**src/inc/rscc_consts.vh**
```
// constants for the radio state control configuration block
//
// Contract
// RQ1: after a packet go idle on next-state 0, stay in receive on 3
// RQ2: autocal policy 0 never calibrates; only the calibrate strobe does
// RQ3: policy 1 calibrates idle-to-receive, 2 on automatic return to idle
// RQ4: policy 3 calibrates on every fourth automatic return to idle
// RQ5: chip-ready-low high until ripple counter expired the selected count
// RQ6: delay select 0,1,2,3 gives 1,16,64,256 ripple-counter expirations
// RQ7: host should select 2 when oscillator stays on during power-down
// RQ8: host should select 2 or 3 when oscillator stops during power-down
// RQ9: keep-oscillator bit 0 keeps crystal oscillator running in sleep; code keeps it running in sleep only when the bit is 1
// RQ10: oscillator-settled flag asserts in the same cycle as chip-ready
// RQ11: reserved next-state values behave as the idle setting
`ifndef RSCC_CONSTS_VH
`define RSCC_CONSTS_VH
`define RSCC_ADDR_W        6
`define RSCC_ADDR_CFG_ONE  6'h17
`define RSCC_ADDR_CFG_ZERO 6'h18
`define RSCC_RST_CFG_ONE   8'h30
`define RSCC_RST_CFG_ZERO  8'h04
`define RSCC_ONE_WMASK     8'h3f
`define RSCC_ZERO_WMASK    8'h3f
`define RSCC_NXT_HI        3
`define RSCC_NXT_LO        2
`define RSCC_CAL_HI        5
`define RSCC_CAL_LO        4
`define RSCC_POD_HI        3
`define RSCC_POD_LO        2
`define RSCC_KEEP_BIT      0
`define RSCC_NXT_STAY_RX   2'h3
`define RSCC_CAL_NEVER     2'h0
`define RSCC_CAL_TO_RX     2'h1
`define RSCC_CAL_TO_IDLE   2'h2
`define RSCC_CAL_EVERY4    2'h3
`define RSCC_CAL_DIV_LAST  2'h3
`define RSCC_EXP_0         9'h001
`define RSCC_EXP_1         9'h010
`define RSCC_EXP_2         9'h040
`define RSCC_EXP_3         9'h100
`define RSCC_RIPPLE_W      6
`define RSCC_RIPPLE_LAST   6'h3f
`endif

```
**src/design/rscc_por_delay.v**
```verilog
// power-on delay: counts six-bit ripple expirations after oscillator settles
`timescale 1ns/1ps
`include "rscc_consts.vh"
module rscc_por_delay (
   clk_sys,
   rst_n,
   osc_settled_raw,
   delay_select,
   ready
);
   input  wire       clk_sys;
   input  wire       rst_n;
   input  wire       osc_settled_raw;
   input  wire [1:0] delay_select;
   output reg        ready;

   reg [`RSCC_RIPPLE_W-1:0] ripple_ff;
   reg [8:0]                expire_ff;
   wire [8:0]               target;

   // expiration count per select code
   function [8:0] expire_count;
      input [1:0] sel;
      begin
         case (sel)
            2'h0: expire_count = `RSCC_EXP_0;
            2'h1: expire_count = `RSCC_EXP_1;
            2'h2: expire_count = `RSCC_EXP_2;
            default: expire_count = `RSCC_EXP_3;
         endcase
      end
   endfunction

   assign target = expire_count(delay_select); // RQ6

   // count expirations; oscillator drop restarts the delay
   always @(posedge clk_sys or negedge rst_n) begin
      if (!rst_n) begin
         ripple_ff <= {`RSCC_RIPPLE_W{1'b0}};
         expire_ff <= 9'h000;
         ready     <= 1'b0;
      end else if (!osc_settled_raw) begin
         ripple_ff <= {`RSCC_RIPPLE_W{1'b0}};
         expire_ff <= 9'h000;
         ready     <= 1'b0;
      end else if (!ready) begin
         ripple_ff <= ripple_ff + 1'b1;
         if (ripple_ff == `RSCC_RIPPLE_LAST) begin
            expire_ff <= expire_ff + 9'h001;
            if (expire_ff + 9'h001 >= target) begin
               ready <= 1'b1; // RQ5
            end
         end
      end
   end
endmodule // rscc_por_delay

```
**src/design/rscc_top.v**
```verilog
// radio state control configuration registers and their effects
`timescale 1ns/1ps
`include "rscc_consts.vh"
module rscc_top (
   clk_sys,
   rstn,
   reg_wr,
   reg_rd,
   reg_addr,
   reg_wdata,
   reg_rdata,
   osc_running_in,
   packet_done,
   rx_exit_auto,
   idle_to_rx,
   in_sleep,
   calibrate_strobe_command,
   post_rx_stay_rx,
   synth_cal_start,
   osc_enable,
   oscillator_settled_flag,
   chip_ready_low
);
   input  wire                     clk_sys;
   input  wire                     rstn;
   input  wire                     reg_wr;
   input  wire                     reg_rd;
   input  wire [`RSCC_ADDR_W-1:0]  reg_addr;
   input  wire [7:0]               reg_wdata;
   output reg  [7:0]               reg_rdata;
   input  wire                     osc_running_in;
   input  wire                     packet_done;
   input  wire                     rx_exit_auto;
   input  wire                     idle_to_rx;
   input  wire                     in_sleep;
   input  wire                     calibrate_strobe_command;
   output reg                      post_rx_stay_rx;
   output reg                      synth_cal_start;
   output reg                      osc_enable;
   output reg                      oscillator_settled_flag;
   output reg                      chip_ready_low;

   reg        rst_s1_ff;
   reg        rst_s2_ff;
   reg        osc_s1_ff;
   reg        osc_s2_ff;
   reg [7:0]  cfg_one_ff;
   reg [7:0]  cfg_zero_ff;
   reg [1:0]  idle_cnt_ff;
   reg [1:0]  nxt_idle_cnt;
   reg        cal_now;
   wire [1:0] post_rx_sel;
   wire [1:0] cal_policy;
   wire [1:0] po_delay_sel;
   wire       keep_osc;
   wire       por_ready;

   // reset release through two flops
   always @(posedge clk_sys or negedge rstn) begin
      if (!rstn) begin
         rst_s1_ff <= 1'b0;
         rst_s2_ff <= 1'b0;
      end else begin
         rst_s1_ff <= 1'b1;
         rst_s2_ff <= rst_s1_ff;
      end
   end

   // oscillator status pin synchroniser
   always @(posedge clk_sys or negedge rst_s2_ff) begin
      if (!rst_s2_ff) begin
         osc_s1_ff <= 1'b0;
         osc_s2_ff <= 1'b0;
      end else begin
         osc_s1_ff <= osc_running_in;
         osc_s2_ff <= osc_s1_ff;
      end
   end

   // field views of the two configuration registers
   assign post_rx_sel  = cfg_one_ff[`RSCC_NXT_HI:`RSCC_NXT_LO];
   assign cal_policy   = cfg_zero_ff[`RSCC_CAL_HI:`RSCC_CAL_LO];
   assign po_delay_sel = cfg_zero_ff[`RSCC_POD_HI:`RSCC_POD_LO];
   assign keep_osc     = cfg_zero_ff[`RSCC_KEEP_BIT];

   // address decode shared by the write and read paths
   function hit_cfg_one;
      input [`RSCC_ADDR_W-1:0] addr;
      begin
         hit_cfg_one = (addr == `RSCC_ADDR_CFG_ONE);
      end
   endfunction

   function hit_cfg_zero;
      input [`RSCC_ADDR_W-1:0] addr;
      begin
         hit_cfg_zero = (addr == `RSCC_ADDR_CFG_ZERO);
      end
   endfunction

   // register writes; reserved top bits stay zero
   always @(posedge clk_sys or negedge rst_s2_ff) begin
      if (!rst_s2_ff) begin
         cfg_one_ff  <= `RSCC_RST_CFG_ONE;
         cfg_zero_ff <= `RSCC_RST_CFG_ZERO;
      end else if (reg_wr) begin
         if (hit_cfg_one(reg_addr)) begin
            cfg_one_ff <= reg_wdata & `RSCC_ONE_WMASK;
         end
         if (hit_cfg_zero(reg_addr)) begin
            cfg_zero_ff <= reg_wdata & `RSCC_ZERO_WMASK;
         end
      end
   end

   // register read; data holds between reads so the host may sample late
   always @(posedge clk_sys or negedge rst_s2_ff) begin
      if (!rst_s2_ff) begin
         reg_rdata <= 8'h00;
      end else if (reg_rd) begin
         if (hit_cfg_one(reg_addr)) begin
            reg_rdata <= cfg_one_ff;
         end else if (hit_cfg_zero(reg_addr)) begin
            reg_rdata <= cfg_zero_ff;
         end else begin
            reg_rdata <= 8'h00; // unmapped addresses read zero
         end
      end
   end

   // every-fourth counter advances only while that policy is selected
   always @* begin
      nxt_idle_cnt = idle_cnt_ff;
      if (rx_exit_auto && cal_policy == `RSCC_CAL_EVERY4) begin
         nxt_idle_cnt = idle_cnt_ff + 2'h1; // RQ4
      end
   end

   // calibration decision from policy and transitions
   always @* begin
      cal_now = 1'b0;
      case (cal_policy)
         `RSCC_CAL_NEVER:   cal_now = 1'b0; // RQ2
         `RSCC_CAL_TO_RX:   cal_now = idle_to_rx; // RQ3
         `RSCC_CAL_TO_IDLE: cal_now = rx_exit_auto; // RQ3
         `RSCC_CAL_EVERY4:  cal_now = rx_exit_auto &&
                               (idle_cnt_ff == `RSCC_CAL_DIV_LAST); // RQ4
         default:           cal_now = 1'b0;
      endcase
   end

   // automatic return counter; not cleared when the policy changes
   always @(posedge clk_sys or negedge rst_s2_ff) begin
      if (!rst_s2_ff) begin
         idle_cnt_ff <= 2'h0;
      end else begin
         idle_cnt_ff <= nxt_idle_cnt;
      end
   end

   // calibration start pulse; the host strobe works under every policy
   always @(posedge clk_sys or negedge rst_s2_ff) begin
      if (!rst_s2_ff) begin
         synth_cal_start <= 1'b0;
      end else begin
         synth_cal_start <= cal_now || calibrate_strobe_command; // RQ2
      end
   end

   // next-state output; only code 3 stays, reserved codes act as idle
   always @(posedge clk_sys or negedge rst_s2_ff) begin
      if (!rst_s2_ff) begin
         post_rx_stay_rx <= 1'b0;
      end else begin
         post_rx_stay_rx <= (post_rx_sel == `RSCC_NXT_STAY_RX); // RQ1 RQ11
      end
   end

   // power-on delay counter
   rscc_por_delay u_por (
      .clk_sys         (clk_sys),
      .rst_n           (rst_s2_ff),
      .osc_settled_raw (osc_s2_ff),
      .delay_select    (po_delay_sel),
      .ready           (por_ready)
   );

   // ready pair moves on one edge so no gap opens between them
   always @(posedge clk_sys or negedge rst_s2_ff) begin
      if (!rst_s2_ff) begin
         chip_ready_low          <= 1'b1;
         oscillator_settled_flag <= 1'b0;
      end else begin
         chip_ready_low          <= ~por_ready; // RQ5
         oscillator_settled_flag <= por_ready; // RQ10
      end
   end

   // oscillator kept running in sleep on request
   always @(posedge clk_sys or negedge rst_s2_ff) begin
      if (!rst_s2_ff) begin
         osc_enable <= 1'b1;
      end else begin
         osc_enable <= ~in_sleep | keep_osc; // RQ9
      end
   end
endmodule // rscc_top

```
**config.mk**
```make
export PLATFORM = sky130hd
export DESIGN_NAME = rscc_top
export DESIGN_NICKNAME = d
export VERILOG_FILES = /design/src/design/rscc_por_delay.v /design/src/design/rscc_top.v
export VERILOG_INCLUDE_DIRS = /design/src /design/src/inc
export SDC_FILE = /design/constraint.sdc
export NUM_CORES = 1
export LEC_CHECK = 0
export BUFFER_PORTS_ARGS = -buffer_cell sky130_fd_sc_hd__buf_2
export CAP_MARGIN = 15
export CELL_PAD_IN_SITES_DETAIL_PLACEMENT = 2
export CELL_PAD_IN_SITES_GLOBAL_PLACEMENT = 2
export CORE_UTILIZATION = 30
export DETAILED_ROUTE_END_ITERATION = 8
export PLACE_DENSITY = 0.77
export REMOVE_ABC_BUFFERS = 1
export SYNTH_ARGS = -nofsm -noshare
export SYNTH_HDL_FRONTEND = slang
export SYNTH_SLANG_ARGS = --single-unit
export TNS_END_PERCENT = 30
```
**constraint.sdc**
```tcl
create_clock -name clk_sys -period 1.3 [get_ports clk_sys]
set_input_delay 0.39 -clock clk_sys [delete_from_list [all_inputs] [get_ports clk_sys]]
set_output_delay 0.39 -clock clk_sys [all_outputs]
set_load 0.05 [all_outputs]
```
After elaboration in Yosys (flattened, before gate mapping)
Index checks and enable logic that the tools add are counted.

storage, ports and cells
  register bits after elaboration = 47
  logic and storage cells = 56

cells by class
  $add $sub $neg = 3
  order comparisons = 1
  equality and inequality tests = 12
  multiplexer cells = 13
  bitwise gates (word level) = 3
  reductions and logical operators = 8

operators with widths
  cell                                                             number
  9-bit 2-to-1 mux                                                 3
  9-bit one-hot mux with 3 select lines                            1
  6-bit 2-to-1 mux                                                 4
  6-bit by 5-bit == test with 1-bit output, second input constant  2
  2-bit == test, second input constant                             5
  9-bit by 1-bit adder with 9-bit output, second input constant    1
  9-bit greater-or-equal comparator                                1
  6-bit by 1-bit adder with 6-bit output, second input constant    1
  6-bit == test, second input constant                             1
  2-bit AND reduction                                              3
  2-bit by 1-bit == test with 1-bit output, second input constant  2
  2-bit zero test                                                  2
  1-bit 2-to-1 mux                                                 4
  1-bit one-hot mux with 4 select lines                            1
  2-bit by 1-bit adder with 2-bit output, second input constant    1
  1-bit logical AND                                                2
  2-bit by 1-bit != test with 1-bit output, second input constant  1
  2-bit != test, second input constant                             1
  1-bit NOT                                                        2
  1-bit logical OR                                                 1
  1-bit OR                                                         1

Longest topological paths before layout
  depth after elaboration = 7
  mapped depth = 10
  gate-level depth less buffers = 10

By module
A second synthesis with hierarchy kept.

second synthesis, totals
  cell total of the unflattened synthesis = 195
  area total of the unflattened synthesis = 2230.9 µm²

modules (own cells, without submodules)
  module          instances  cells an instance  area an instance (µm²)
  rscc_top        1          84                 1191.1
  rscc_por_delay  1          111                1039.7

Worst setup path after synthesis
No wires, ideal clock.

  path kind = flip-flop to flip-flop
  start = register u_por.expire_ff[0]
  end = register u_por.ready
  setup time = 131 ps
  arrival time = 1769 ps
  path slack = -600 ps
  cell stages (with the launch flop) = 10
  path buffers = 0
  period minus slack after synthesis = 1900 ps
  cells stage by stage = dfrtp_1 ha_1 nand3_1 nor2_1 nand3_1 xnor2_1 ha_1 and3_1 o211ai_1 nand3_1

on the way
  cells in the longest elaborated chain, start to end = 6

ends and longest elaborated chain
  item                                    RTL line             source
  from (decl)                             rscc_por_delay.v:18  reg [8:0] expire_ff;
  from (signal assigned)                  rscc_por_delay.v:49  expire_ff <= expire_ff + 9'h001;
  9-bit by 1-bit adder with 9-bit output  rscc_por_delay.v:50  if (expire_ff + 9'h001 >= target) begin
  9-bit greater-or-equal comparator       rscc_por_delay.v:50
  1-bit 2-to-1 mux                        rscc_por_delay.v:50
  1-bit 2-to-1 mux                        rscc_por_delay.v:48  if (ripple_ff == `RSCC_RIPPLE_LAST) begin
  1-bit 2-to-1 mux                        rscc_por_delay.v:46  end else if (!ready) begin
  1-bit 2-to-1 mux                        rscc_por_delay.v:42  end else if (!osc_settled_raw) begin
  to (signal assigned)                    rscc_por_delay.v:41  ready <= 1'b0;
  to (signal assigned)                    rscc_por_delay.v:45  ready <= 1'b0;
  to (signal assigned)                    rscc_por_delay.v:51  ready <= 1'b1;
  to (decl)                               rscc_por_delay.v:15  output reg ready;

No other way between the ends.
A chain may end at the register's enable or synchronous reset.

Worst setup path in the final report
Ends and elaborated chain as after synthesis.

==> summary.md <==
| Metric | Value |
|---|---|
| Ys flop type | `dfrtp_1` |
| Worst setup endpoint | `u_por.ready$_DFF_PN0_` |
| H-tree depth | `2` |
| Cell taking the most area after synthesis | `dfrtp_1` |
| # setup viols final | `15` |
| Area share of the largest cell type after synthesis | `between 40% and 50%` |
| Core box area | `0.00683 mm2` |
| CTS root buf | `clkbuf_8` |
| Ys async rst share | `between 90% and 100%` |
| Total CTS buffers | `5` |
| Place WS | `-0.749 ns` |
| DP HPWL | `4350 um` |
| Most used cell, CP | `nand3_1` |
| Final count of pins violating max slew | `0` |
| Fill count | `750` |
| Pwr Density | `1060 mW/mm2` |
| Fin util | `roughly 45%` |
| Outcome | `finished with violations` |
| Crit path max-delay cell type | `dfrtp_1` |
| CTS clk-pin slew, worst paths | `approximately 0.09 ns` |
| Seq cells post-synth | `45` |
| Die width | `~86 um` |
| WL final | `about 6900 um` |
| Initial antenna violation count | `0` |
| Final net count | `285` |
| Ports | `37` |
| Grt ovf | `0` |
| Area grow syn2layout | `43.6%` |
| Initial drt markers | `~70` |
| Ant diodes | `0` |
| Area after DPL | `roughly 0.0026 mm2` |
| Final hold viol count | `0` |
| Finished Cell Area | `between 0.003 and 0.004 mm2` |
| # Max-Cap Violations | `0` |
| Max VDD drop | `approximately 0.00045 V` |
| Reg2Reg Depth | `9` |
| Largest net degree at the start of global routing | `32` |
| Port Buffer Count | `31` |
| FF/Latch Area | `between 0.001 and 0.0015 mm2` |
| Most frequent cells in the layout | `39 x dfrtp_1, 33 x buf_4, 20 x buf_2, 13 x xnor2_1, 13 x mux2_2` |
| Multi-input gate area | `0.00112 mm2` |
| Setup ws final | `-0.630 ns` |
| Synth area leaders | `dfrtp_1 47%, mux2_2 6.9%, dfstp_2 6.2%, xnor2_1 5.8%, ha_1 4.1%` |
| Avg Inst Size Synth | `approximately 12 um2` |
| Ys Warns | `0` |
| EDFF count, synth | `0` |
| Violated checks | `setup timing` |
| CTS tree | `yes` |
| Fmax | `0.518 GHz` |
| Pleak | `roughly 1.4 nW` |
| Routed WL per cell | `between 15 and 20 um` |
| Fraction of layout cells with a size suffix above 1 | `~47%` |
| CP Class | `register to register` |
| R2R Path Start | `u_por.expire_ff[0]$_DFFE_PN0P_` |
| Startpoint types | `register` |
| CP max FO | `3` |
| Setup TNS | `-2.97 ns` |
| CP Capture Type | `register` |
| Clk Latency, worst-skew pair | `approximately 0.32 ns` |
| CP delay by family, top | `simple AND/OR/NAND/NOR gates` |
| Number of global-route vias before repair | `approximately 1900` |
| DIE HEIGHT | `about 86 um` |
| WP data arrival | `~2.1 ns` |
| Netlist Area Pre-Place | `0.00213 mm2` |
| Global-route wire length before repair | `10400 um` |
| Worst Skew | `slightly below 0.01 ns` |
| Critical path depth | `9` |
| R2R setup slack | `-0.63 ns` |
| Routability Congestion | `between 0.7 and 0.8` |
| CP cell instances | `ha_4 -> nand3_4 -> nor2_4 -> nand3_1 -> xnor2_2 -> ha_1 -> and3_1 -> o211ai_1 -> nand3_1` |
| Starting Density | `a little under a third` |
| Clock buffer depth | `2` |
| Commonest non-fill, non-tap cell in the layout | `dfrtp_1` |
| Vias per Instance | `about 4.7` |
| DRC | `0` |
| Yosys cell types | `38` |
| GRT Util Overall | `between 10% and 20%` |
| Worst path bufs/invs | `0` |
| Die area | `approximately 0.0074 mm2` |
| Hold crit path type | `register to async pin` |
| Cells after Synth | `~180` |
| WP data required | `around 1.5 ns` |
| RSZ-0062 raised after global routing | `true` |
| Core Rows | `30` |
| Post-route minimum period | `slightly below 2 ns` |
| Post-route ant nets | `0` |
| R2R Path End | `u_por.ready$_DFF_PN0_` |
| Pre-antenna DRT Iters | `4` |
| Crit path largest cell delay | `about 0.41 ns` |
| CP startpoint | `u_por.expire_ff[0]$_DFFE_PN0P_` |
| Register area share after synthesis | `approximately 53%` |
| Power Total | `3.22 mW` |
| Sink Count | `45` |
| Vias | `~1600` |
| Final Cycle Share | `148%` |
==> registers in the layout, summed over array words and instances (netlist names), 2 cells and up <==
signal	flops
u_por.expire_ff	9
cfg_one_ff	6
cfg_zero_ff	6
reg_rdata	6
u_por.ripple_ff	6
idle_cnt_ff	2
==> cell families (layout without fill, tap and decap cells) <==
logic type | after synthesis | after routing | share of synthesized area [%]
other | 2 | 3 | 0.353
multiplexers | 15 | 15 | 7.83
XOR/XNOR | 20 | 20 | 8.24
buffers and inverters | 10 | 81 | 2.18
AND/OR/NAND/NOR | 63 | 63 | 17.7
flip-flops | 45 | 45 | 53.3
adder cells (fa/ha/maj) | 7 | 7 | 4.12
AO/OA/AOI/OAI | 21 | 21 | 6.36
==> worst min path at each step <==
stage | slack (ns) | to | depth (start not counted) | startpoint
2_1_floorplan | 0.09 | rst_s1_ff$_DFF_PN0_ | 0 | rstn
3_3_place_gp | 0.16 | osc_s2_ff$_DFF_PN0_ | 0 | rst_s2_ff$_DFF_PN0_
6_report | 0.17 | synth_cal_start$_DFF_PN0_ | 0 | rst_s2_ff$_DFF_PN0_
3_5_place_dp | 0.17 | synth_cal_start$_DFF_PN0_ | 0 | rst_s2_ff$_DFF_PN0_
5_1_grt | 0.16 | osc_s1_ff$_DFF_PN0_ | 1 | osc_running_in
4_1_cts | 0.18 | synth_cal_start$_DFF_PN0_ | 0 | rst_s2_ff$_DFF_PN0_
==> stage by stage <==
stage,hold slack (ns),instances
finish,0.165,351
global placement,0.158,336
global route,0.163,351
floorplan,0.0944,179
detailed placement,0.167,336
CTS,0.179,349
==> repair_timing <==
item | 4_1_cts | 5_1_grt
setup buffers | 6 | 3
cloned | 0 | 0
endpoints found under the hold margin | 2 | 0
setup endpoints to repair | 23 | 21
resized for setup | 42 | 15
pin swaps | 21 | 14
hold buffers | 1 | 0
==> cells in the mapped netlist, drive strengths merged, types with 3 or more instances <==
master	n
nor4	3
nor2	11
nand4	3
nor2b	5
xor2	6
inv	5
nand2b	5
dfrtp	40
dfstp	5
nor3	3
nand2	13
o21ai	3
xnor2	14
a22oi	6
ha	7
a21oi	6
mux2	13
and2	11
buf	3
nand3	6
==> power by group <==
group          internal (mW)  leakage [nW]  switching (mW)
Combinational          0.212         0.763           0.249
Sequential              1.51         0.580          0.0907
Clock                  0.626        0.0574           0.538
==> routing by layer <==
metal / GRT usage [%] / vias to the layer above / wire length (um) / share of wire [%]
li1: - / 765 / - / -
met1: 22.9 / 828 / 2910 / 42
met2: 34.1 / 29 / 3700 / 54
met3: 3.52 / 11 / 136 / 2.0
met4: 7.73 / 0 / 143 / 2.1
met5: 0 / - / 0 / 0
==> layout make-up <==
cell class / instances / share of cell area (%)
Multi-Input combinational cell: 129 / 36.8
Clock inverter: 2 / 1.23
Inverter: 5 / 0.615
Sequential cell: 45 / 37.1
Tap cell: 96 / 3.94
Clock buffer: 6 / 2.71
Timing Repair Buffer: 68 / 17.6
==> worst register-to-register path, delay by kind of cell (launching register included) <==
family,cells,cell delay [ns]
and+or+nand+nor,5,0.66
adders and majority gates,2,0.46
DFF,1,0.41
xor gates and xnor gates,1,0.16
AOI/OAI and AO/OA,1,0.11
Note: power is estimated with default switching activity, not from simulation.
